**src/inc/vdcrb_pkg.sv**
```systemverilog
// Constants for the deserializer configuration register bank.
// Assumes a 32-bit classic Wishbone slave with byte addresses.
package vdcrb_pkg;

  // Sizes
  localparam int NPIN     = 8;
  localparam int CODE_W   = 6;
  localparam int NSTAT    = 16;
  localparam int NCTL     = 9;
  localparam int CTL_BASE = 32;
  localparam int CFG_W    = 31;
  localparam int TEST_W   = 8;
  localparam int PCFG_W   = NPIN * CODE_W;
  localparam int FMTL_W   = 4;

  // Register byte offsets
  localparam logic [7:0] A_CFG     = 8'h00;
  localparam logic [7:0] A_ANC     = 8'h04;
  localparam logic [7:0] A_TEST    = 8'h08;
  localparam logic [7:0] A_PIN0    = 8'h0C;
  localparam logic [7:0] A_PIN1    = 8'h10;
  localparam logic [7:0] A_STAT    = 8'h14;
  localparam logic [7:0] A_IRQ_ST  = 8'h18;
  localparam logic [7:0] A_IRQ_CLR = 8'h1C;
  localparam logic [7:0] A_IRQ_EN  = 8'h20;

  // Configuration word fields
  localparam int B_EDH_FORCE  = 0;
  localparam int B_EDH_EN     = 1;
  localparam int B_CRC_REPL   = 2;
  localparam int B_CKS_FORCE  = 3;
  localparam int B_EXTRACT    = 4;
  localparam int B_FCLK_EN    = 5;
  localparam int B_MSG_TRACK  = 6;
  localparam int B_MSG_FLUSH  = 7;
  localparam int B_FIFO_FLUSH = 8;
  localparam int B_VDEPTH     = 9;
  localparam int B_FMT_SET    = 12;
  localparam int B_SD_ONLY    = 17;
  localparam int B_HD_ONLY    = 18;
  localparam int B_FRM_MODE   = 19;
  localparam int B_FRM_EN     = 20;
  localparam int B_DESCR      = 21;
  localparam int B_NRZI       = 22;
  localparam int B_LSB_CLIP   = 23;
  localparam int B_SYNC_DET   = 24;
  localparam int B_DEDITHER   = 25;
  localparam int B_VDEDITHER  = 26;
  localparam int B_UNSCR      = 27;
  localparam int B_REFCLK     = 28;
  localparam int B_EXT_VCLK   = 30;

  // Test word fields
  localparam int B_TP_SEL  = 0;
  localparam int B_TPG_EN  = 6;
  localparam int B_CBAR_EN = 7;

  // Reset values
  localparam logic [CFG_W-1:0]  RST_CFG      = 31'h01F80002;
  localparam logic [15:0]       RST_ANC_ID   = 16'h0000;
  localparam logic [15:0]       RST_ANC_MASK = 16'hFFFF;
  localparam logic [TEST_W-1:0] RST_TEST     = 8'h00;
  localparam logic [PCFG_W-1:0] RST_PCFG     =
    {6'h07, 6'h06, 6'h05, 6'h04, 6'h03, 6'h02, 6'h01, 6'h00};

  // Status function codes (pin outputs)
  localparam int ST_F        = 0;
  localparam int ST_V        = 1;
  localparam int ST_H        = 2;
  localparam int ST_FMT_MSB  = 3;
  localparam int ST_LOCK     = 4;
  localparam int ST_CRC_ERR  = 5;
  localparam int ST_ANC_EMPT = 6;
  localparam int ST_EAV      = 7;
  localparam int ST_NSP      = 8;

  // Control functions: code CTL_BASE+j, position in {test, cfg}
  localparam int CTL_POS [NCTL] = '{0, 1, 3, 4, 20, 25, 26, 37, 38};

endpackage

```
**src/inc/vdcrb_mfio_if.sv**
```systemverilog
// Link between the register bank and its multifunction port router.
// Assumes both ends share one clock.
`timescale 1ns/1ps
`default_nettype none
interface vdcrb_mfio_if;
  import vdcrb_pkg::*;
  logic [NSTAT-1:0]  status;
  logic [PCFG_W-1:0] pin_cfg;
  logic              clr;
  logic [NCTL-1:0]   ctl_val;
  logic [NCTL-1:0]   ctl_routed;

  modport bank (output status, output pin_cfg, output clr,
                input ctl_val, input ctl_routed);
  modport port (input status, input pin_cfg, input clr,
                output ctl_val, output ctl_routed);
endinterface
`default_nettype wire

```
**src/design/vdcrb_mfio.sv**
```systemverilog
// Multifunction port router: eight pins, each set by a function code.
// Assumes pins come from outside the clock domain.
`timescale 1ns/1ps
`default_nettype none
module vdcrb_mfio (
  input  wire logic                       i_clk,
  input  wire logic                       i_arst_n,
  vdcrb_mfio_if.port                      bus,
  input  wire logic [vdcrb_pkg::NPIN-1:0] i_mfio,
  output logic      [vdcrb_pkg::NPIN-1:0] o_mfio,
  output logic      [vdcrb_pkg::NPIN-1:0] o_mfio_oe
);
  import vdcrb_pkg::*;

  typedef struct packed {
    logic [NPIN-1:0] s1;
    logic [NPIN-1:0] s2;
    logic [NPIN-1:0] s3;
    logic [NPIN-1:0] filt;
    logic [NPIN-1:0] dout;
    logic [NPIN-1:0] oe;
    logic [NCTL-1:0] val;
    logic [NCTL-1:0] routed;
  } vdcrb_mfio_st_t;

  vdcrb_mfio_st_t st_ff;
  vdcrb_mfio_st_t nxt_st;

  always_comb begin
    logic [CODE_W-1:0] code;
    code = '0;
    nxt_st = st_ff;
    nxt_st.s1 = i_mfio;
    nxt_st.s2 = st_ff.s1;
    nxt_st.s3 = st_ff.s2;
    nxt_st.val = '0;
    nxt_st.routed = '0;
    for (int p = 0; p < NPIN; p++) begin
      code = bus.pin_cfg[p*CODE_W +: CODE_W];
      if (st_ff.s2[p] == st_ff.s3[p]) begin
        nxt_st.filt[p] = st_ff.s3[p];
      end
      // Status codes drive the pin, the rest leave it undriven
      if (code < CODE_W'(NSTAT)) begin
        nxt_st.oe[p] = 1'b1;
        nxt_st.dout[p] = bus.status[code[3:0]];
      end else begin
        nxt_st.oe[p] = 1'b0;
        nxt_st.dout[p] = 1'b0;
      end
      // Several pins on one control are ORed
      for (int j = 0; j < NCTL; j++) begin
        if (code == CODE_W'(CTL_BASE + j)) begin
          nxt_st.routed[j] = 1'b1;
          nxt_st.val[j] = nxt_st.val[j] | st_ff.filt[p];
        end
      end
    end
    if (bus.clr) begin
      nxt_st = '0;
    end
  end

  always_ff @(posedge i_clk or negedge i_arst_n) begin
    if (!i_arst_n) begin
      st_ff <= '0;
    end else begin
      st_ff <= nxt_st;
    end
  end

  assign o_mfio = st_ff.dout;
  assign o_mfio_oe = st_ff.oe;
  assign bus.ctl_val = st_ff.val;
  assign bus.ctl_routed = st_ff.routed;

endmodule
`default_nettype wire

```
**src/design/vdcrb_bank.sv**
```systemverilog
// Configuration register bank with Wishbone slave, interrupt and port routing.
// Assumes core status arrives on i_clk; manual reset and pins are asynchronous.
// What this block does
// - Power-on pins 0..7: F, V, H, format MSB, lock, CRC error, ANC empty, EAV.
// - All single-bit functions are positive logic: one means on or set.
// - Status functions drive pins as outputs; control functions read pins as inputs.
// - Reset: ANC ID zero, mask all ones; EDH, framing, descrambler, NRZI on.
// - Reset: LSB clip and sync detect on; dither, TEST_PATTERN_GENERATOR, filter, unscrambled off.
// - Vertical de-dither is read-write, off at reset, routable as pin input.
// - New sync position flag is read-only, routable as pin output.
// - Power-on or manual reset clears all state; only manual reset zeroes check words.
//
// The Wishbone register port and the placing of the registers were left to the implementer.
`timescale 1ns/1ps
`default_nettype none
module vdcrb_bank (
  input  wire logic                         i_clk,
  input  wire logic                         i_arst_n,
  input  wire logic                         i_man_rst,
  input  wire logic                         i_wb_cyc,
  input  wire logic                         i_wb_stb,
  input  wire logic                         i_wb_we,
  input  wire logic [7:0]                   i_wb_adr,
  input  wire logic [3:0]                   i_wb_sel,
  input  wire logic [31:0]                  i_wb_dat,
  output logic      [31:0]                  o_wb_dat,
  output logic                              o_wb_ack,
  input  wire logic [vdcrb_pkg::NSTAT-1:0]  i_status,
  input  wire logic [vdcrb_pkg::FMTL_W-1:0] i_fmt_low,
  input  wire logic [vdcrb_pkg::NPIN-1:0]   i_mfio,
  output logic      [vdcrb_pkg::NPIN-1:0]   o_mfio,
  output logic      [vdcrb_pkg::NPIN-1:0]   o_mfio_oe,
  output logic      [vdcrb_pkg::CFG_W-1:0]  o_cfg,
  output logic      [15:0]                  o_anc_id,
  output logic      [15:0]                  o_anc_mask,
  output logic      [5:0]                   o_test_sel,
  output logic                              o_tpg_en,
  output logic                              o_cbar_filter_en,
  output logic                              o_irq,
  output logic                              o_core_clear
);
  import vdcrb_pkg::*;

  localparam int CW_W = TEST_W + CFG_W;

  typedef struct packed {
    logic [2:0]        sy;
    logic              rstf;
    logic              ack;
    logic [31:0]       rdat;
    logic [CFG_W-1:0]  cfg;
    logic [15:0]       anc_id;
    logic [15:0]       anc_mask;
    logic [TEST_W-1:0] test;
    logic [PCFG_W-1:0] pcfg;
    logic [NSTAT-1:0]  prev;
    logic [NSTAT-1:0]  irq_st;
    logic [NSTAT-1:0]  irq_en;
    logic [CFG_W-1:0]  ocfg;
    logic [TEST_W-1:0] otest;
    logic              irq;
    logic              live;
  } vdcrb_bank_t;

  localparam vdcrb_bank_t ST_RST = '{
    sy:       3'h0,
    rstf:     1'b0,
    ack:      1'b0,
    rdat:     32'h00000000,
    cfg:      RST_CFG,
    anc_id:   RST_ANC_ID,
    anc_mask: RST_ANC_MASK,
    test:     RST_TEST,
    pcfg:     RST_PCFG,
    prev:     16'h0000,
    irq_st:   16'h0000,
    irq_en:   16'h0000,
    ocfg:     RST_CFG,
    otest:    RST_TEST,
    irq:      1'b0,
    live:     1'b0
  };

  vdcrb_bank_t st_ff;
  vdcrb_bank_t nxt_st;

  vdcrb_mfio_if mfio_bus ();

  // Byte-lane merge for Wishbone sel
  function automatic logic [31:0] merge(input logic [31:0] old_v,
                                        input logic [31:0] new_v,
                                        input logic [3:0]  sel);
    logic [31:0] res;
    res = old_v;
    for (int b = 0; b < 4; b++) begin
      if (sel[b]) begin
        res[b*8 +: 8] = new_v[b*8 +: 8];
      end
    end
    return res;
  endfunction

  logic              req;
  logic              wr;
  logic [31:0]       cfg_w;
  logic [31:0]       anc_w;
  logic [31:0]       pin0_w;
  logic [31:0]       pin1_w;
  logic [31:0]       test_w;
  logic [31:0]       ien_w;
  logic [31:0]       rd_v;
  logic [NSTAT-1:0]  clr_m;
  logic [NSTAT-1:0]  ev;
  logic [CW_W-1:0]   cw;

  assign req = i_wb_cyc & i_wb_stb;
  // Write lands on the edge where the master sees ack
  assign wr = req & i_wb_we & st_ff.ack;

  always_comb begin
    cfg_w  = merge({1'b0, st_ff.cfg}, i_wb_dat, i_wb_sel);
    anc_w  = merge({st_ff.anc_mask, st_ff.anc_id}, i_wb_dat, i_wb_sel);
    test_w = merge({24'h000000, st_ff.test}, i_wb_dat, i_wb_sel);
    pin0_w = merge({8'h00, st_ff.pcfg[23:0]}, i_wb_dat, i_wb_sel);
    pin1_w = merge({8'h00, st_ff.pcfg[47:24]}, i_wb_dat, i_wb_sel);
    ien_w  = merge({16'h0000, st_ff.irq_en}, i_wb_dat, i_wb_sel);
  end

  // Read mux; write-only and unmapped offsets read zero
  always_comb begin
    case (i_wb_adr)
      A_CFG:    rd_v = {1'b0, st_ff.cfg};
      A_ANC:    rd_v = {st_ff.anc_mask, st_ff.anc_id};
      A_TEST:   rd_v = {24'h000000, st_ff.test};
      A_PIN0:   rd_v = {8'h00, st_ff.pcfg[23:0]};
      A_PIN1:   rd_v = {8'h00, st_ff.pcfg[47:24]};
      A_STAT:   rd_v = {12'h000, i_fmt_low, i_status};
      A_IRQ_ST: rd_v = {16'h0000, st_ff.irq_st};
      A_IRQ_EN: rd_v = {16'h0000, st_ff.irq_en};
      default:  rd_v = 32'h00000000;
    endcase
  end

  always_comb begin
    clr_m = '0;
    if (wr && i_wb_adr == A_IRQ_CLR) begin
      clr_m = i_wb_dat[NSTAT-1:0] & {{8{i_wb_sel[1]}}, {8{i_wb_sel[0]}}};
    end
  end

  // Rising edge of any status function is an interrupt event
  // Masked in the first cycle after reset: prev holds no true history yet
  assign ev = i_status & ~st_ff.prev & {NSTAT{st_ff.live}};

  // Pin-routed controls replace the register copy on the core side only
  always_comb begin
    cw = {st_ff.test, st_ff.cfg};
    for (int j = 0; j < NCTL; j++) begin
      if (mfio_bus.ctl_routed[j]) begin
        cw[CTL_POS[j]] = mfio_bus.ctl_val[j];
      end
    end
  end

  always_comb begin
    nxt_st = st_ff;
    nxt_st.sy = {st_ff.sy[1:0], i_man_rst};
    if (st_ff.sy[1] == st_ff.sy[2]) begin
      nxt_st.rstf = st_ff.sy[2];
    end
    nxt_st.ack = req & ~st_ff.ack;
    if (req && !st_ff.ack) begin
      nxt_st.rdat = rd_v;
    end
    if (wr) begin
      // Status and interrupt status offsets take no write
      case (i_wb_adr)
        A_CFG: begin
          nxt_st.cfg = cfg_w[CFG_W-1:0];
        end
        A_ANC: begin
          nxt_st.anc_id = anc_w[15:0];
          nxt_st.anc_mask = anc_w[31:16];
        end
        A_TEST: begin
          nxt_st.test = test_w[TEST_W-1:0];
        end
        A_PIN0: begin
          nxt_st.pcfg[23:0] = pin0_w[23:0];
        end
        A_PIN1: begin
          nxt_st.pcfg[47:24] = pin1_w[23:0];
        end
        A_IRQ_EN: begin
          nxt_st.irq_en = ien_w[NSTAT-1:0];
        end
        default: begin
          nxt_st.cfg = st_ff.cfg;
        end
      endcase
    end
    nxt_st.prev = i_status;
    nxt_st.live = 1'b1;
    // Set beats clear in the same cycle
    nxt_st.irq_st = (st_ff.irq_st & ~clr_m) | ev;
    nxt_st.ocfg = cw[CFG_W-1:0];
    nxt_st.otest = cw[CW_W-1:CFG_W];
    nxt_st.irq = |(nxt_st.irq_st & nxt_st.irq_en);
    // Manual reset holds all but sy, rstf, ack and prev at defaults while high
    if (st_ff.rstf) begin
      nxt_st = ST_RST;
      nxt_st.sy = {st_ff.sy[1:0], i_man_rst};
      nxt_st.rstf = (st_ff.sy[1] == st_ff.sy[2]) ? st_ff.sy[2] : st_ff.rstf;
      // Bus keeps answering so a master never hangs; the write is dropped
      nxt_st.ack = req & ~st_ff.ack;
      nxt_st.prev = i_status;
    end
  end

  always_ff @(posedge i_clk or negedge i_arst_n) begin
    if (!i_arst_n) begin
      st_ff <= ST_RST;
    end else begin
      st_ff <= nxt_st;
    end
  end

  assign mfio_bus.status = i_status;
  assign mfio_bus.pin_cfg = st_ff.pcfg;
  assign mfio_bus.clr = st_ff.rstf;

  vdcrb_mfio u_mfio (
    .i_clk     (i_clk),
    .i_arst_n  (i_arst_n),
    .bus       (mfio_bus.port),
    .i_mfio    (i_mfio),
    .o_mfio    (o_mfio),
    .o_mfio_oe (o_mfio_oe)
  );

  assign o_wb_dat = st_ff.rdat;
  assign o_wb_ack = st_ff.ack;
  assign o_cfg = st_ff.ocfg;
  assign o_anc_id = st_ff.anc_id;
  assign o_anc_mask = st_ff.anc_mask;
  assign o_test_sel = st_ff.otest[B_TPG_EN-1:B_TP_SEL];
  assign o_tpg_en = st_ff.otest[B_TPG_EN];
  assign o_cbar_filter_en = st_ff.otest[B_CBAR_EN];
  assign o_irq = st_ff.irq;
  // Core clears its check words to zero while this is high
  assign o_core_clear = st_ff.rstf;

endmodule
`default_nettype wire

```
**config.mk**
```make
export PLATFORM = sky130hd
export DESIGN_NAME = vdcrb_bank
export DESIGN_NICKNAME = d
export VERILOG_FILES = /design/src/inc/vdcrb_pkg.sv /design/src/inc/vdcrb_mfio_if.sv /design/src/design/vdcrb_mfio.sv /design/src/design/vdcrb_bank.sv
export SDC_FILE = /design/constraint.sdc
export NUM_CORES = 1
export LEC_CHECK = 0
export BUFFER_PORTS_ARGS = -buffer_cell sky130_fd_sc_hd__buf_2
export CAP_MARGIN = 15
export CORE_AREA = 2 2 230 232
export CTS_CLUSTER_DIAMETER = 60
export CTS_CLUSTER_SIZE = 12
export DETAILED_ROUTE_END_ITERATION = 10
export DIE_AREA = 0 0 232 234
export SLEW_MARGIN = 0
export SYNTH_ARGS = -nofsm -noshare
export SYNTH_HDL_FRONTEND = slang
export SYNTH_SLANG_ARGS = --single-unit
```
**constraint.sdc**
```tcl
create_clock -name i_clk -period 5.8 [get_ports i_clk]
set_input_delay 0.58 -clock i_clk [delete_from_list [all_inputs] [get_ports i_clk]]
set_output_delay 0.58 -clock i_clk [all_outputs]
set_load 0.1 [all_outputs]
```
# Word level (Yosys, flattened, before mapping)
# Index checks and enable logic that the tools add are counted.
[totals]
regBits = 311
in_bits = 78
output_inout_bits = 122
elab_cells = 476
[classes]
order_cmp = 16
n_eq_ne = 89
mux = 215
bitwise = 76
reduce_logical = 39
[op_table]
columns = ["cell", "n"]
rows = [
  ["$eq 6x6->1 const B", 72],
  ["$pmux 32 s8", 1],
  ["$mux 242", 1],
  ["$mux 1", 187],
  ["$mux 119", 1],
  ["$and 16x16->16", 5],
  ["$mux 66", 1],
  ["$mux 32", 2],
  ["$or 1x1->1", 63],
  ["$mux 8", 7],
  ["$lt 6x5->1 const B", 8],
  ["$mux 16", 3],
  ["$mux 24", 2],
  ["$reduce_and 3->1", 15],
  ["$lt 4x5->1 const B", 8],
  ["$reduce_bool 2->1", 19],
  ["$bmux 1 s4", 8],
  ["$eq 8x5->1 const B", 4],
  ["$not 16->16", 2],
  ["$mux 31", 1],
  ["$eq 8x4->1 const B", 2],
  ["$or 16x16->16", 1],
  ["$reduce_or 16->1", 1],
  ["$eq 1x1->1", 9],
  ["other kinds (8)", 12],
]

# Depth between registers and ports, before layout
# Gate-level depths: netlist (run 1).
[depth]
ltp_word = 17
depth_mapped = 8
mapped_depth_nobuf = 6

# Cells and area by module
# Synthesis (run 1) repeated with hierarchy kept, for this count alone.
[unflattened]
cells_unflattened = 1604
hier_area_um2 = 15803.9
[by_module_without_submodules]
columns = ["module", "n_inst", "cells_per_inst", "area_each_um2", "seq_area_each_um2"]
rows = [
  ["vdcrb_bank", 1, 1076, 10859.2, 6183.4],
  ["vdcrb_mfio", 1, 528, 4944.7, 1651.6],
]

# Worst setup path after synthesis (run 1)
# No wires, ideal clock.
[synth_timing]
path_type = "reg-to-reg"
start = "reg st_ff, in the netlist o_wb_ack"
end = "reg st_ff, in the netlist o_irq"
setup_time_ps = 136
arrival_ps = 2403
required_time_ps = 5664
path_slack_ps = 3260
stages_incl_launch_ff = 8
path_buffers = 1
synth_period_minus_slack_ps = 2540
cell_sequence = "dfrtp_1 and4_1 buf_6 nand4_2 mux2i_1 o22ai_1 nor4_1 a21oi_1"
[synth_rtl]
columns = ["item", "line_no", "text"]
rows = [
  ["from (decl)", "vdcrb_bank.sv:84", "vdcrb_bank_t st_ff;"],
  ["from (signal assigned)", "vdcrb_bank.sv:224", "st_ff <= nxt_st;"],
]

# Final worst setup path (run 1)
[layout_timing]
start = "in i_wb_adr[5]"
end = "reg st_ff, in the netlist o_anc_mask[1]"
[layout_via]
elab_chain_cells = 3
[layout_rtl]
columns = ["item", "line_no", "text"]
rows = [
  ["from (decl)", "vdcrb_bank.sv:23", "input wire logic [7:0] i_wb_adr,"],
  ["$eq 8x3->1", "vdcrb_bank.sv:177", "case (i_wb_adr)"],
  ["$reduce_bool 2->1 (no line)", "--", ""],
  ["$reduce_and 3->1 (no line)", "--", ""],
]
# No other way between the ends.
# A chain may end at the register's enable or synchronous reset.

==> flow_metrics.env, run 1 <==
export IMPL_status="completed"
export IMPL_setup_violations=0
export IMPL_layout_min_cycle_time_ns=2.92
export IMPL_dieArea_um2=54300
export IMPL_final_cells=2293
export IMPL_synth_largest_area_cell="dfrtp_1"
export IMPL_clk_latency_ns=0.56
export IMPL_routedWlPerCell_um=23.2
export IMPL_h_tree_depth=2
export IMPL_ys_seq_area_share_pct=51.0
export IMPL_synth_simple_gate_area_share_pct=17.0
export IMPL_synth_xor_area_share_pct=0
export IMPL_dpl_cell_area_um2=16100
export IMPL_grt_ovfl_total=0
export IMPL_fin_tns_setup_ns=0
export IMPL_antenna_left=0
export IMPL_grt_max_degree=165
export IMPL_synth_edf_count=0
export IMPL_synth_top_family_by_area="simple AND/OR/NAND/NOR gates"
export IMPL_netlist_instances=1539
export IMPL_drtIter0Drc=1281
export IMPL_grt_pass1_wl_um=79700
export IMPL_critPathTopFamily="simple AND/OR/NAND/NOR gates"
export IMPL_slew_headroom_pct=18.8
export IMPL_fp_dieH_um=234
export IMPL_worstMarginPinSlew_ns=1.22
export IMPL_cts_tree="done"
export IMPL_start_util_pct=29.5
export IMPL_drv_cap=0
export IMPL_synthAdderAreaFrac_pct=0.0652
export IMPL_area_growth_pct=12.5
export IMPL_yosys_most_used_dff="dfrtp_1"
export IMPL_synthArstFlopShare_pct=100
export IMPL_irDropWorstVdd_mv=0.187
export IMPL_syn_nets=1617
export IMPL_finalHoldViolCount=0
export IMPL_worst_ep_required_time_ns=6.26
export IMPL_total_power_mw=6.26
export IMPL_worstPathArrival_ns=3.38
export IMPL_crit_fanout=23
export IMPL_p_leak_nw=7.61
export IMPL_core_um2=52000
export IMPL_path_class="input pin to flip-flop"
export IMPL_antenna_found_initial=1
export IMPL_yosys_top_cells_area="dfrtp_1 (44%), dfstp_2 (7.2%), mux4_2 (5.9%)"
export IMPL_ctsResizeCount=0
export IMPL_rsz0062_at_grt="no"
export IMPL_grtUsageTotal_pct=19.4
export IMPL_synth_top_area_share_pct=43.8
export IMPL_drc_errors=0
export IMPL_routed_wl_um=53200
export IMPL_hpwl_um=38200
export IMPL_fmax_mhz=342
export IMPL_drive_gt1_share_pct=22.9
export IMPL_final_max_slew_viol_count=0
export IMPL_p_per_area_nw_per_um2=362
export IMPL_clk_pin_slew_ns=0.06
export IMPL_synth_cell_area_um2=15400
export IMPL_first_global_vias=12400
export IMPL_nets=1655
export IMPL_synth_compound_area_share_pct=15.4
export IMPL_yosys_warnings=0
export IMPL_rows=84
export IMPL_worstPathCellList="buf_2 > nor4_2 > and3_1 > buf_4 > nand3_1 > nand2_1 > nor2_1 > a21oi_1"
export IMPL_clockRootBuffer="clkbuf_16"
export IMPL_ys_seq_elements=311
export IMPL_critPathMaxStageDelay_ns=0.81
export IMPL_layout_common_cells="dfrtp_1 (268), nand2_1 (211), buf_2 (198)"
export IMPL_slowest_stage="and3_1"
export IMPL_cts_sinks=311
export IMPL_dp_cells=2222
export IMPL_min_path_type="input pin to flip-flop"
export IMPL_port_buffers=199
export IMPL_routed_via_density=5.41
export IMPL_skew_ns=0.0358
export IMPL_vias=12400
export IMPL_start_kind="input pin"
export IMPL_fin_area_um2=17300
export IMPL_drtPass1Iterations=6
export IMPL_end_kind="flip-flop"
export IMPL_period_share_pct=50.4
export IMPL_die_w_um=232
export IMPL_synth_mux_area_share_pct=7.50
export IMPL_critPathBufInv=2
export IMPL_numCtsBuffers=37
export IMPL_gp_congestion=0.885
export IMPL_final_common_cell="dfrtp_1"
export IMPL_synth_cell_types=47
export IMPL_syn_mean_instance_area_um2=9.98
export IMPL_cts_max_path_buffers=3
export IMPL_io_pins=200
==> layout make-up <==
type	count	area (µm²)
Clock buffer	54	1050
Fill cell	5298	34700
Sequential cell	311	7840
Antenna cell	2	5.00
Multi-Input combinational cell	982	6140
Tap cell	688	861
Clock inverter	11	124
Inverter	29	109
Timing Repair Buffer	216	1150
==> registers in the layout, indices dropped and copies added, names as in the netlist, 9 cells and up, named ones only <==
signal                 count
u_mfio.bus.ctl_val         9
st_ff                     61
u_mfio.bus.ctl_routed      9
cw                        30
o_wb_dat                  32
o_anc_mask                16
o_cfg                     31
o_anc_id                  16
mfio_bus.pin_cfg          48
u_mfio.st_ff              32
==> path summary, 6_finish.rpt <==
| path | to | depth (start not counted) | startpoint | slack [ns] |
|---|---|---|---|---|
| hold reg to reg | st_ff[243] | 0 | st_ff[242] | 0.35 |
| hold / removal | st_ff[242] | 1 | i_man_rst | 0.14 |
| setup reg to reg | o_irq | 6 | o_wb_ack | 3.07 |
| max in group asynchronous | async pin | 3 | i_arst_n | 3.68 |
| min in group asynchronous | o_cfg[2] | 2 | i_arst_n | 0.59 |
| setup / recovery | o_anc_mask[1] | 8 | i_wb_adr[5] | 2.88 |
==> synth_stat cells, types with 25 or more instances <==
| cell | n |
|---|---|
| clkbuf_1 | 71 |
| o21ai_0 | 100 |
| mux2i_1 | 25 |
| mux4_2 | 40 |
| nand2b_1 | 31 |
| dfstp_2 | 42 |
| buf_4 | 118 |
| a22oi_1 | 71 |
| inv_1 | 28 |
| nand2_1 | 211 |
| nor2_1 | 104 |
| dfrtp_1 | 269 |
| a21oi_1 | 62 |
| a22o_1 | 26 |
| nor3_1 | 52 |
| o22ai_1 | 63 |
| nor2b_1 | 58 |
==> report_power, final <==
group	total [mW]	internal, mW	switching [mW]
combinational	1.34	0.316	1.02
sequential	2.65	2.39	0.262
clock	2.27	1.32	0.952
total	6.26	4.02	2.24
==> kinds of logic (layout without fill, tap and decap cells) <==
kind of cell | count (synthesis) | count (layout)
adders and majority gates | 1 | 1
muxes | 65 | 65
AOI/OAI and AO/OA | 374 | 374
buffers and inverters | 246 | 310
other | 0 | 2
DFF | 311 | 311
and+or+nand+nor | 542 | 542
==> timing repair <==
item | CTS | global route
hold buffers | 1 | 0
endpoints found under the hold margin | 2 | 0
buffers inserted | 0 | 0
==> metal layers <==
layer / vias to the layer above / track usage, % / wire, µm
met5: - / 0 / 0
li1: 5461 / - / -
met3: 108 / 3.77 / 4040
met4: 0 / 7.21 / 1660
met1: 6224 / 26.1 / 22800
met2: 623 / 31.1 / 24700
==> per-stage QoR <==
| stage | util, % | hold WS, ns | setup WS [ns] |
|---|---|---|---|
| after floorplan | - | 0.284 | 3.26 |
| after global placement | 30.9 | 0.336 | 2.47 |
| after detailed placement | 30.9 | 0.339 | 2.41 |
| after CTS | 33.1 | 0.109 | 2.96 |
| after global routing | 33.2 | 0.122 | 2.72 |
| final | 33.2 | 0.145 | 2.88 |
No activity file was read; power rests on OpenSTA's default activity.
==> inputs of run 2 (changes only) <==
==> constraint.sdc (replaced) <==
create_clock -name i_clk -period 2.4 [get_ports i_clk]
set_input_delay 0.24 -clock i_clk [delete_from_list [all_inputs] [get_ports i_clk]]
set_output_delay 0.24 -clock i_clk [all_outputs]
set_load 0.1 [all_outputs]
==> run 2 against run 1 <==
Net effect: global-route usage up 0.61 points; highest routed layer unchanged; combinational power rose to 2.6 times the previous value; via count is 2.0% higher; wire length is 2.4% higher; clock skew down 0.012 ns; cell count up 4.4%; critical path depth down 2; non-clock buffer count is 102 higher; power up 150%; first-iteration DRC count decreased by 5.0%; clock power rose by 150%; die area unchanged.
==> flow_metrics.env, run 2 (same netlist as run 1, synthesis figures left out) <==
export IMPL_fmax_mhz=440
export IMPL_p_switching_mw=5.40
export IMPL_p_sw_share_pct=35.1
export IMPL_worstMarginPinSlew_ns=1.02
export IMPL_critPathMaxStageDelay_ns=0.45
export IMPL_post_route_util_pct=35.0
export IMPL_cts_max_path_buffers=3
export IMPL_grtUsageTotal_pct=20.0
export IMPL_worstPathArrival_ns=2.67
export IMPL_drtPass1Iterations=8
export IMPL_io_pins=200
export IMPL_routed_via_density=5.29
export IMPL_skew_ns=0.0240
export IMPL_power_frac_seq_pct=41.3
export IMPL_top_register="st_ff"
export IMPL_final_common_cell="dfrtp_1"
export IMPL_final_max_slew_viol_count=0
export IMPL_die_w_um=232
export IMPL_vias=12700
export IMPL_layout_common_cells="dfrtp_1 (267), nand2_1 (211), buf_2 (198)"
export IMPL_area_growth_pct=18.7
export IMPL_power_frac_comb_pct=22.2
export IMPL_setup_violations=0
export IMPL_crit_fanout=8
export IMPL_fp_dieH_um=234
export IMPL_slowest_stage="and4_1"
export IMPL_h_tree_depth=2
export IMPL_rows=84
export IMPL_worst_ep_required_time_ns=2.80
export IMPL_drtIter0Drc=1217
export IMPL_grt_max_degree=66
export IMPL_finalHoldViolCount=0
export IMPL_slew_headroom_pct=31.7
export IMPL_p_leak_nw=8.11
export IMPL_routedWlPerCell_um=22.8
export IMPL_nets=1756
export IMPL_rsz0062_at_grt="yes"
export IMPL_hpwl_um=40700
export IMPL_numCtsBuffers=36
export IMPL_routed_wl_um=54500
export IMPL_layout_min_cycle_time_ns=2.27
export IMPL_irDropWorstVdd_mv=0.414
export IMPL_start_util_pct=29.5
export IMPL_path_class="flip-flop to flip-flop"
export IMPL_whs_ns=0.0231
export IMPL_min_path_type="input pin to flip-flop"
export IMPL_p_int_mw=10.0
export IMPL_drv_cap=0
export IMPL_worstPathCellList="and4_1 > nand4_2 > mux2i_1 > o22ai_1 > nor4_1 > a21oi_1"
export IMPL_port_buffers=199
export IMPL_grt_pass1_wl_um=81800
export IMPL_drc_errors=0
export IMPL_start_kind="flip-flop"
export IMPL_p_per_area_nw_per_um2=845
export IMPL_clkPwrFrac_pct=36.4
export IMPL_status="completed"
export IMPL_antenna_found_initial=0
export IMPL_period_share_pct=94.6
export IMPL_clk_latency_ns=0.55
export IMPL_drive_gt1_share_pct=24.8
export IMPL_end_kind="flip-flop"
export IMPL_antenna_left=0
export IMPL_dieArea_um2=54300
export IMPL_core_um2=52000
export IMPL_largest_reg_flops=61
export IMPL_cts_sinks=311
export IMPL_clk_pin_slew_ns=0.06
export IMPL_cts_tree="done"
export IMPL_first_global_vias=12900
export IMPL_grt_ovfl_total=0
export IMPL_gp_congestion=0.898
export IMPL_clockRootBuffer="clkbuf_16"
run 2: worst max-delay path, delay by kind of cell, from the launching register on:
family           cells  cell delay [ns]
AO/OA/AOI/OAI        2             0.25
multiplexers         1             0.33
flip-flops           1             0.35
AND/OR/NAND/NOR      3             1.19
run 2: final timing paths:
check                      startpoint                    to  slack, ns  cells after the start
min                          i_wb_stb              o_wb_ack       0.02                      3
max in group asynchronous    i_arst_n  mfio_bus.pin_cfg[32]       1.29                      3
max                          o_wb_ack                 o_irq       0.13                      6
max reg2reg                  o_wb_ack                 o_irq       0.13                      6
min in group asynchronous    i_arst_n            st_ff[143]       0.27                      2
min reg2reg                st_ff[242]            st_ff[243]       0.36                      0
run 2: stage by stage:
stage | setup slack (ns) | setup TNS, ns | cell area [µm²] | instances | power (mW)
after floorplan | 0.157 | 0 | 15400 | 1539 | 8.89
final | 0.129 | 0 | 18200 | 2393 | 15.4
after detailed placement | 0.0265 | 0 | 16600 | 2281 | 9.81
after global routing | -0.0213 | -0.0213 | 18200 | 2392 | 16.0
after global placement | 0.112 | 0 | 16600 | 2281 | 9.79
after CTS | 0.0624 | 0 | 18200 | 2391 | 15.5
run 2: metal layers:
| metal | routed length, µm | share of wire, % | vias to the layer above | GRT usage (%) |
|---|---|---|---|---|
| met5 | 0 | 0 | - | 0 |
| met2 | 25600 | 47 | 529 | 32.4 |
| met3 | 3950 | 7.3 | 109 | 4.29 |
| met4 | 1760 | 3.2 | 0 | 6.95 |
| met1 | 23200 | 43 | 6380 | 26.6 |
| li1 | - | - | 5644 | - |
run 2: power by group through the flow:
stage | Clock (mW) | Combinational [mW] | Sequential, mW
2_1_floorplan | 0 | 2.81 | 6.08
3_3_place_gp | 0 | 3.34 | 6.45
3_5_place_dp | 0 | 3.36 | 6.45
4_1_cts | 5.72 | 3.43 | 6.37
5_1_grt | 5.94 | 3.62 | 6.44
6_report | 5.61 | 3.42 | 6.37
run 2: area by class of cell:
type	count	area [µm²]
diodes	1	2.50
inverters	29	109
fillers	5234	33800
clock inverters	12	188
multi-input cells	982	6140
flip-flops and latches	311	7840
clock buffers	52	992
well taps	688	861
repair buffers	318	2090
run 2: what timing repair did:
| item | 4_1_cts | 5_1_grt |
|---|---|---|
| endpoints found under the setup margin | 0 | 10 |
| gates resized for setup | 0 | 2 |
| hold endpoints to repair | 106 | 0 |
| buffers inserted | 0 | 1 |
| hold buffers | 46 | 0 |
